File: src/hw/clk_rst_pkg.sv
/*
  Shared constants and carrier types for the clock, reset and bootstrap control block.
  Assumes a single 100 MHz system clock and a plain address/strobe register port.
*/
package clk_rst_pkg;

  localparam logic [31:0] pll_rate_control_addr   = 32'hffb0_0008;
  localparam logic [31:0] sw_service_addr         = 32'hffb0_000c;
  localparam logic [31:0] pll_settings_addr       = 32'hffb0_0040;
  localparam logic [31:0] boot_status_addr        = 32'hffb0_0044;

  localparam int          rate_sel_lsb            = 24;
  localparam int          rate_sel_msb            = 27;
  localparam logic [3:0]  rate_sel_reset          = 4'h9;
  localparam logic [4:0]  rate_sel_mult_offset    = 5'h04;

  localparam logic [3:0]  cp_low_last             = 4'h2;
  localparam logic [3:0]  cp_mid_last             = 4'ha;
  localparam logic [1:0]  cp_low                  = 2'h1;
  localparam logic [1:0]  cp_mid                  = 2'h2;
  localparam logic [1:0]  cp_high                 = 2'h3;

  localparam logic [11:0] sw_key_first            = 12'h123;
  localparam logic [11:0] sw_key_second           = 12'h321;

  localparam logic [4:0]  sw_reset_cycles         = 5'h10;
  localparam logic [4:0]  rate_reset_cycles       = 5'h10;

  localparam int          strap_endian_bit        = 27;
  localparam int          strap_cpu_boot_bit      = 26;
  localparam int          strap_cs_lsb            = 23;
  localparam int          strap_id_lsb            = 9;
  localparam int          strap_cp_lsb            = 7;
  localparam int          strap_div_lsb           = 5;
  localparam int          strap_mult_lsb          = 0;

  typedef struct packed {
    logic [1:0] charge_pump_current;
    logic [1:0] pll_output_divider;
    logic [4:0] pll_multiplier;
  } pll_settings_t;

  typedef struct packed {
    logic        big_endian;
    logic        cpu_enable;
    logic        bus_user_flag;
    logic [1:0]  boot_chip_select_config;
    logic [10:0] system_id_strap;
  } boot_config_t;

  typedef struct packed {
    logic        write;
    logic        read;
    logic [31:0] addr;
    logic [31:0] wdata;
  } reg_req_t;

endpackage

File: src/hw/reset_stretch.sv
/*
  Reset stretcher: holds its output high for a programmable count after a trigger pulse.
  Assumes trigger is a one-cycle pulse synchronous to clk.
*/
`timescale 1ns/100ps
module reset_stretch
  import clk_rst_pkg::*;
(
  input  wire logic       clk,
  input  wire logic       reset,
  input  wire logic       trigger,
  input  wire logic [4:0] length,
  output      logic       active
);

  logic [4:0] count;
  logic [4:0] next_count;

  assign next_count = trigger ? length : ((count != 5'h00) ? count - 5'h01 : 5'h00);

  always_ff @(posedge clk or posedge reset) begin
    if (reset) begin
      count  <= 5'h00;
      active <= 1'b0;
    end else begin
      count  <= next_count;
      active <= (next_count != 5'h00);
    end
  end

endmodule // reset_stretch

File: src/hw/clk_rst_ctrl.sv
/*
  Clock, reset and bootstrap control: strap latching, PLL rate select, reset merge.
  Assumes straps are stable while reset_n_pin is low and the register port is synchronous to clk.
*/
// Functional notes
// (RULE_01) rate select field bits 27:24, reset 9
// (RULE_02) power-up PLL setting only from straps
// (RULE_03) changing rate select resets the chip
// (RULE_04) readback invalid until first write
// (RULE_05) rate write keeps strapped output divider
// (RULE_06) multiplier plus one equals select plus five
// (RULE_07) charge pump from select ranges
// (RULE_08) pin, watchdog and software reset sources
// (RULE_09) board holds pin low long enough
// (RULE_10) watchdog reset fires on release edge
// (RULE_11) 123 then 321 triggers software reset
// (RULE_12) software reset keeps configuration registers
// (RULE_13) software reset lasts 16 clocks
// (RULE_14) straps sampled while pin asserted
// (RULE_15) line 27 selects byte order
// (RULE_16) line 26 sets CPU boot and flag
// (RULE_17) lines 24:23 set boot chip select
// (RULE_18) lines 19:9 load system identifier
// (RULE_19) lines 8:0 load PLL settings
// (RULE_20) board pulls down multiplier straps
// (RULE_21) straps default high through pullups
// (RULE_22) new rate survives self reset
`timescale 1ns/100ps
module clk_rst_ctrl
  import clk_rst_pkg::*;
(
  input  wire logic          clk,
  input  wire logic          reset,
  input  wire logic          reset_n_pin,
  input  wire logic          watchdog_reset,
  input  wire logic [27:0]   strap_addr,
  input  wire logic [31:0]   reg_addr,
  input  wire logic [31:0]   reg_wdata,
  input  wire logic          reg_write,
  input  wire logic          reg_read,
  output      logic [31:0]   reg_rdata,
  output      pll_settings_t pll_settings,
  output      boot_config_t  boot_config,
  output      logic          chip_reset,
  output      logic          sw_reset_active
);

  reg_req_t      req;
  pll_settings_t strap_pll;
  pll_settings_t next_pll_settings;
  boot_config_t  next_boot_config;
  logic [3:0]    rate_select;
  logic          rate_written;
  logic          key_armed;
  logic          watchdog_prev;
  logic          pin_prev;
  logic          sw_hold;
  logic          rate_hold;

  assign req = '{write: reg_write, read: reg_read, addr: reg_addr, wdata: reg_wdata};

  // decode
  wire        hit_rate     = req.addr == pll_rate_control_addr;
  wire        hit_service  = req.addr == sw_service_addr;
  wire        hit_settings = req.addr == pll_settings_addr;
  wire        hit_boot     = req.addr == boot_status_addr;
  wire [3:0]  new_select   = req.wdata[rate_sel_msb:rate_sel_lsb];
  wire        rate_wr      = req.write && hit_rate;
  wire        rate_change  = rate_wr && (new_select != rate_select); // see (RULE_03)
  wire        service_wr   = req.write && hit_service;
  wire [11:0] service_key  = req.wdata[11:0];
  wire        sw_trigger   = service_wr && key_armed && (service_key == sw_key_second); // see (RULE_11)
  wire        wd_trigger   = watchdog_prev && !watchdog_reset; // see (RULE_10)
  wire        pin_low      = !reset_n_pin; // see (RULE_08)

  // multiplier and charge pump from the select value
  wire [4:0]  sel_mult     = {1'b0, new_select} + rate_sel_mult_offset; // see (RULE_06)
  wire [1:0]  sel_cp       = (new_select <= cp_low_last) ? cp_low :
                             (new_select <= cp_mid_last) ? cp_mid : cp_high; // see (RULE_07)

  // straps: unfitted lines read high via on-die pullups, so board only pulls down
  always_comb begin
    strap_pll.charge_pump_current = strap_addr[strap_cp_lsb +: 2];   // see (RULE_19) (RULE_21)
    strap_pll.pll_output_divider  = strap_addr[strap_div_lsb +: 2];  // see (RULE_19)
    strap_pll.pll_multiplier      = strap_addr[strap_mult_lsb +: 5]; // see (RULE_19) (RULE_20)
  end

  always_comb begin
    next_boot_config = boot_config;
    next_pll_settings = pll_settings;
    if (pin_low) begin // see (RULE_14) (RULE_02)
      next_boot_config.big_endian              = strap_addr[strap_endian_bit];   // see (RULE_15)
      next_boot_config.cpu_enable              = strap_addr[strap_cpu_boot_bit]; // see (RULE_16)
      next_boot_config.bus_user_flag           = !strap_addr[strap_cpu_boot_bit];
      next_boot_config.boot_chip_select_config = strap_addr[strap_cs_lsb +: 2];  // see (RULE_17)
      next_boot_config.system_id_strap         = strap_addr[strap_id_lsb +: 11]; // see (RULE_18)
      next_pll_settings                        = strap_pll;
    end else if (rate_wr) begin
      next_pll_settings.charge_pump_current = sel_cp;   // see (RULE_07)
      next_pll_settings.pll_multiplier      = sel_mult; // see (RULE_06) (RULE_05)
    end
  end

  // configuration registers are cleared by the asynchronous reset and reloaded while reset_n_pin is low,
  // never by software, watchdog or rate-change resets
  always_ff @(posedge clk or posedge reset) begin
    if (reset) begin
      boot_config  <= '0;
      pll_settings <= '0;
      rate_select  <= rate_sel_reset; // see (RULE_01)
      rate_written <= 1'b0;
    end else begin
      boot_config  <= next_boot_config; // see (RULE_12)
      pll_settings <= next_pll_settings; // see (RULE_22)
      if (pin_low) begin
        rate_select  <= rate_sel_reset;
        rate_written <= 1'b0;
      end else if (rate_wr) begin
        rate_select  <= new_select; // see (RULE_01) (RULE_22)
        rate_written <= 1'b1; // see (RULE_04)
      end
    end
  end

  // software service key sequence
  always_ff @(posedge clk or posedge reset) begin
    if (reset) begin
      key_armed     <= 1'b0;
      watchdog_prev <= 1'b0;
      pin_prev      <= 1'b0;
    end else begin
      watchdog_prev <= watchdog_reset;
      pin_prev      <= pin_low;
      if (service_wr) begin
        key_armed <= (service_key == sw_key_first); // see (RULE_11)
      end
    end
  end

  reset_stretch u_sw_stretch (
    .clk     (clk),
    .reset   (reset),
    .trigger (sw_trigger),
    .length  (sw_reset_cycles),
    .active  (sw_hold)
  ); // see (RULE_13)

  reset_stretch u_rate_stretch (
    .clk     (clk),
    .reset   (reset),
    .trigger (rate_change | wd_trigger),
    .length  (rate_reset_cycles),
    .active  (rate_hold)
  ); // see (RULE_03) (RULE_10)

  // read mux; rate readback reads zero until first write
  wire [31:0] rd_rate     = rate_written ? {4'h0, rate_select, 24'h00_0000} : 32'h0000_0000; // see (RULE_04)
  wire [31:0] rd_settings = {23'h00_0000, pll_settings};
  wire [31:0] rd_boot     = {14'h0000, boot_config.big_endian, boot_config.cpu_enable,
                             boot_config.bus_user_flag, 2'h0, boot_config.boot_chip_select_config,
                             boot_config.system_id_strap};
  wire [31:0] rd_value    = hit_rate ? rd_rate : hit_settings ? rd_settings :
                            hit_boot ? rd_boot : 32'h0000_0000;

  always_ff @(posedge clk or posedge reset) begin
    if (reset) begin
      reg_rdata       <= 32'h0000_0000;
      chip_reset      <= 1'b1;
      sw_reset_active <= 1'b0;
    end else begin
      reg_rdata       <= req.read ? rd_value : 32'h0000_0000;
      chip_reset      <= pin_low | pin_prev | sw_hold | rate_hold; // see (RULE_08)
      sw_reset_active <= sw_hold;
    end
  end

endmodule // clk_rst_ctrl

File: config.mk
export PLATFORM = sky130hd
export DESIGN_NAME = clk_rst_ctrl
export DESIGN_NICKNAME = d
export VERILOG_FILES = /design/src/hw/clk_rst_pkg.sv /design/src/hw/reset_stretch.sv /design/src/hw/clk_rst_ctrl.sv
export SDC_FILE = /design/constraint.sdc
export NUM_CORES = 1
export LEC_CHECK = 0
export BUFFER_PORTS_ARGS = -buffer_cell sky130_fd_sc_hd__buf_2
export CAP_MARGIN = 5
export CORE_MARGIN = 4
export CORE_UTILIZATION = 41
export DETAILED_ROUTE_END_ITERATION = 10
export HOLD_SLACK_MARGIN = 0.08
export PLACE_DENSITY = 0.76
export SYNTH_ARGS = -nofsm -noshare
export SYNTH_HDL_FRONTEND = slang
export SYNTH_SLANG_ARGS = --single-unit
File: constraint.sdc
create_clock -name clk -period 1.7 [get_ports clk]
set_clock_uncertainty 0.05 [all_clocks]
set_input_delay 0.085 -clock clk [delete_from_list [all_inputs] [get_ports clk]]
set_output_delay 0.085 -clock clk [all_outputs]
set_load 0.02 [all_outputs]
# Word-level counts from Yosys, hierarchy flattened
# Index checks and enable logic that the tools add are counted.
op_classes:
  n_lt_le_gt_ge: 2
  eq_ne: 8
  div_mod_pow: 0
  bitwise_logic: 4
  mul: 0
  n_reduce_logical: 13
  n_addsub: 3
  shift: 0
  muxes: 19
op_table:
  columns: ["cell", "n"]
  rows:
  - ["32-bit == test (second input constant)", 4]
  - ["28-bit 2-to-1 mux", 3]
  - ["18-bit 2-to-1 mux", 2]
  - ["5-bit 2-to-1 mux", 6]
  - ["5-bit nonzero test", 4]
  - ["12-bit by 10-bit == test with 1-bit output (second input constant)", 1]
  - ["12-bit by 9-bit == test with 1-bit output (second input constant)", 1]
  - ["5-bit by 1-bit subtractor with 5-bit output (second input constant)", 2]
  - ["4-bit 2-to-1 mux", 2]
  - ["1-bit logical AND", 6]
  - ["2-bit 2-to-1 mux", 3]
  - ["4-bit by 3-bit adder with 5-bit output (second input constant)", 1]
  - ["4-bit by 2-bit <= comparator with 1-bit output (second input constant)", 1]
  - ["4-bit <= comparator (second input constant)", 1]
  - ["4-bit inequality test", 1]
  - ["1-bit OR", 4]
  - ["1-bit logical NOT", 3]
  - ["1-bit 2-to-1 mux", 3]
  - ["2-bit by 1-bit inequality test with 1-bit output (second input constant)", 1]
word_totals:
  ramBits: 0
  romBits: 0
  output_inout_bits: 59
  word_cells: 69
  latch_bits: 0
  reg_bits: 75
  memories: 0
  inputBits: 98

# Depth between registers and ports, before layout
depth:
  ltp_word: 6
  depth_mapped: 6
  ltp_nobuf: 6

# Hierarchy
# A second synthesis with hierarchy kept.
hier_totals:
  hier_cells: 297
  area_unflattened_um2: 3239.4
modules_own_cells:
  columns: ["mod", "seq_area_each_um2", "area_each_um2", "cells_each", "instances"]
  rows:
  - ["clk_rst_ctrl", 1380.1, 2563.7, 225, 1]
  - ["reset_stretch", 150.1, 337.8, 36, 2]

# Least setup slack after synthesis
# OpenSTA, ideal clock, no wires.
synth_path:
  path_type: "reg2reg"
  startpoint: "register u_rate_stretch.count[0]"
  endpoint: "register u_rate_stretch.active"
  setup_slack_ns: 0.000
  required_time_ns: 1.523
  path_buffers: 0
  stages_incl_launch_ff: 6
  arrival_time_ns: 1.523
  synth_period_minus_slack_ns: 1.700
  setup_ns: 0.127
  cell_sequence: "dfrtp_1 inv_1 ha_1 nor4b_1 o21ai_0 or2_2"
synth_between:
  elab_chain_cells: 4
  elab_cells_between_ends: 5
  classes_between: "add/sub: 1; mux: 2; reduce/logical: 2"
synth_lines:
  columns: ["item", "line_no", "rtl"]
  rows:
  - ["start, declared", "reset_stretch.sv:16", "logic [4:0] count;"]
  - ["start signal, assigned", "reset_stretch.sv:26", "count <= next_count;"]
  - ["5-bit by 1-bit subtractor with 5-bit output or 5-bit nonzero test (tied branches)", "reset_stretch.sv:19", "assign next_count = trigger ? length : ((count != 5'h00) ? count - 5'h01 : 5'h00);"]
  - ["5-bit 2-to-1 mux * (2 in series)", "reset_stretch.sv:19", null]
  - ["5-bit nonzero test *", "reset_stretch.sv:27", "active <= (next_count != 5'h00);"]
  - ["end signal, assigned", "reset_stretch.sv:27", null]
  - ["end, declared", "reset_stretch.sv:13", "output logic active"]
# Every way passes the cells marked *; elsewhere a longest branch is shown, timed or not.
# A chain may end at the register's enable or synchronous reset.

# Worst setup path after layout
layout_path:
  startpoint: "register rate_select[3]"
  endpoint: "register u_rate_stretch.count[3]"
layout_between:
  elab_chain_cells: 4
layout_lines:
  columns: ["item", "line_no", "rtl"]
  rows:
  - ["start, declared", "clk_rst_ctrl.sv:52", "logic [3:0] rate_select;"]
  - ["start signal, assigned", "clk_rst_ctrl.sv:110", "rate_select <= rate_sel_reset;"]
  - ["start signal, assigned", "clk_rst_ctrl.sv:116", "rate_select <= rate_sel_reset;"]
  - ["start signal, assigned", "clk_rst_ctrl.sv:119", "rate_select <= new_select;"]
  - ["4-bit inequality test", "clk_rst_ctrl.sv:69", "wire rate_change = rate_wr && (new_select != rate_select);"]
  - ["1-bit logical AND", "clk_rst_ctrl.sv:69", null]
  - ["1-bit OR", "clk_rst_ctrl.sv:151", ".trigger (rate_change | wd_trigger),"]
  - ["5-bit 2-to-1 mux", "reset_stretch.sv:19", null]
  - ["named net u_rate_stretch.next_count[3]", "reset_stretch.sv:17", "logic [4:0] next_count;"]
# The timed path passes the listed nets, and every way through them passes these cells.

==> impl_results.md <==
- Die Footprint: 0.00896 mm²
- Total of max-cap violations: 0
- Met1 Use GR: 19.4%
- Global-route wire length before repair: about 12,000 µm
- Maximum fanout along the worst path: 5
- Area delta synth->final: 46.0%
- Routed vias/inst: about 4.8
- Top-area cell type share of the netlist area: 52.0%
- Largest area contributor in the netlist: dfrtp_1
- Top_reg_cell synth: dfrtp_1
- Max-slew violations: 0
- Top-count cell post-synth: dfrtp_1
- Total track usage: approximately 17%
- Worst hold path type: in2reg
- Vias in the first global route: around 2.6k
- Post-route clock period utilization: roughly 97%
- Worst setup SP type: flop
- Share of flip-flops with an asynchronous set or reset: 100%
- Top post-synthesis cells by area: dfrtp_1 52%, mux2_2 6.6%, mux2i_1 5.2%
- Outcome: finished, final reports clean
- Max H-tree Level: 3
- Number of synthesized flops with an enable pin: 0
- Met2 usage: 31.2%
- Power Density: 839 mW/mm²
- Initial antenna violation count: 0
- Crit path required time: around 1900 ps
- Gate count of the mapped netlist: around 270
- Buffers added on ports: between 100 and 150
- Final hold viol count: 0
- Syn_area_per_cell: approximately 12 µm²
- Largest buffer count on any clock path: 2
- Highest-delay cell along the critical path: dfstp_2
- Setup crit end kind: flop
- Hold slack: between 100 and 150 ps
- Grt peak-use layer: met2
- Critical path class: reg2reg
- Top-level I/O count: approximately 160
- Rows: 31
- Initial Util: a little over two fifths
- # clock sinks: 67
- Unrepaired setup endpoints after global routing: true
- Largest net degree at the start of global routing: 36
- CP cell instances: xor2_1 > nor4_2 > o22ai_1 > buf_4 > nor3_1
- WL per Instance: around 15 µm
- CP arrival: between 1500 and 2000 ps
- DIE WIDTH: around 95 µm
- Vias: ~2.6k
- Distinct cells, synth: 46
- CORE AREA: roughly 0.0073 mm²
- Final setup violation count: 0
- Commonest cells in the netlist: 64 x dfrtp_1, 26 x nor2_1, 18 x mux2_2
- CP peak stage delay: ~550 ps
- DRC: 0
- Post-layout util: 61.6%
- Sequential fraction of the synthesis area: between 50% and 60%
- CTS tree: done
- Max Freq: roughly 0.61 GHz
- GRT overflow: 0
- TritonCTS Buffers: 9
- Die Y: roughly 95 µm
- Synthesis Warnings: 0
- Filler Cell Count: between 500 and 600
- Routed Antenna Nets: 0
- Detailed Place HPWL: about 5600 µm
- Post-layout minimum cycle time: 1640 ps
- Post-synthesis cell area: roughly 0.003 mm²
- Pre-Repair DR Iteration Count: 4
- Pleak: between 2 and 2.5 nW
- Seq cells post-synth: between 60 and 70
- Clock latency on the worst-skew pair: around 350 ps
- CTS root buf: clkbuf_8
- DRT iter0 DRCs: 46
- GPL Wtd Cong: approximately 0.8
- Reg clk slew, reported paths: roughly 70 ps
- Number of nets in the layout: 553
- Antenna cells: 0
- Layout cells sized above 1: approximately 44%
- Met3 Usage GRT: between 3 and 4%
- Routed wire length: 8180 µm
- CP top delay family: flip-flops
- Worst Path Buf+Inv: 1
- Worst vdd ir: about 0.46 mV
sequential cells by signal (all words and copies together) (netlist names), 4 cells and up:
name / cells
u_rate_stretch.count: 5
rate_select: 4
pll_settings: 9
boot_config: 16
reg_rdata: 20
u_sw_stretch.count: 5
routing by layer:
metal | routed length, µm | up-vias
met5 | 0 | -
met4 | 115 | 0
met3 | 407 | 12
met2 | 4410 | 79
met1 | 3240 | 1284
li1 | - | 1260
placed cells by master, fill, tap and decap left out, types with 5 or more instances in the layout:
| cell type | instances |
|---|---|
| and2_1 | 11 |
| xor2_1 | 5 |
| dlygate4sd3_1 | 32 |
| inv_1 | 10 |
| mux2_2 | 18 |
| a21oi_1 | 8 |
| nor3_2 | 5 |
| buf_4 | 18 |
| buf_2 | 124 |
| nor2_1 | 26 |
| nand2_1 | 14 |
| nor3_1 | 5 |
| conb_1 | 12 |
| ha_1 | 8 |
| mux2i_1 | 16 |
| clkbuf_8 | 10 |
| dfrtp_1 | 64 |
logic make-up (layout without fill, tap and decap cells):
group | count (synthesis) | count (layout) | synth area share (%)
simple gates | 100 | 100 | 18.6
flops | 67 | 67 | 54.6
mux | 34 | 34 | 11.8
buf+inv | 30 | 203 | 5.69
compound gates | 20 | 20 | 3.98
fa+ha+maj | 8 | 8 | 3.25
xor+xnor | 7 | 7 | 1.99
other cells | 1 | 12 | 0.122
cell type report:
| cell class | count | area [µm²] | area share [%] |
|---|---|---|---|
| Tap cell | 99 | 124 | 2.76 |
| Inverter | 11 | 45.0 | 1.00 |
| Clock inverter | 5 | 30.0 | 0.668 |
| Timing Repair Buffer | 177 | 1130 | 25.1 |
| Sequential cell | 67 | 1680 | 37.4 |
| Multi-Input combinational cell | 181 | 1350 | 30.0 |
| Clock buffer | 10 | 138 | 3.06 |
stage by stage:
step                worst slack [ps]  total power, mW  cells  TNS [ps]  instance area [µm²]
global route                   -4.76             3.94    550     -8.47                 4490
finish                          57.6             3.77    550         0                 4490
global placement               -83.3             2.50    499      -578                 3890
detailed placement              -120             2.53    499      -762                 3890
floorplan                      0.203             2.28    278         0                 3120
CTS                             22.6             3.74    549         0                 4400
worst register-to-register path, stage by stage (launching register included):
cell,delay (ps)
dfstp_2,550
xor2_1,80
nor4_2,360
o22ai_1,150
buf_4,180
nor3_1,170
final timing paths:
path,start,end,slack [ps],depth (start not counted)
hold reg to reg,u_sw_stretch.active,sw_reset_active,320,0
max in group asynchronous,reset,reg_rdata[16],870,4
hold / removal,reg_wdata[9],key_armed,110,3
min in group asynchronous,reset,pll_settings[8],180,3
setup / recovery,rate_select[3],u_rate_stretch.count[3],60,5
setup reg to reg,rate_select[3],u_rate_stretch.count[3],60,5
report_power, final:
part | internal [mW] | switching, mW
Sequential | 1.72 | 0.0964
Combinational | 0.387 | 0.410
Clock | 0.552 | 0.610
timing repair:
action,CTS,global route
setup buffers,2,1
hold buffers,33,0
resized for setup,0,16
setup endpoints to repair,1,9
pin swaps,0,2
hold endpoints to repair,96,0
Note: power is estimated with default switching activity, not from simulation.
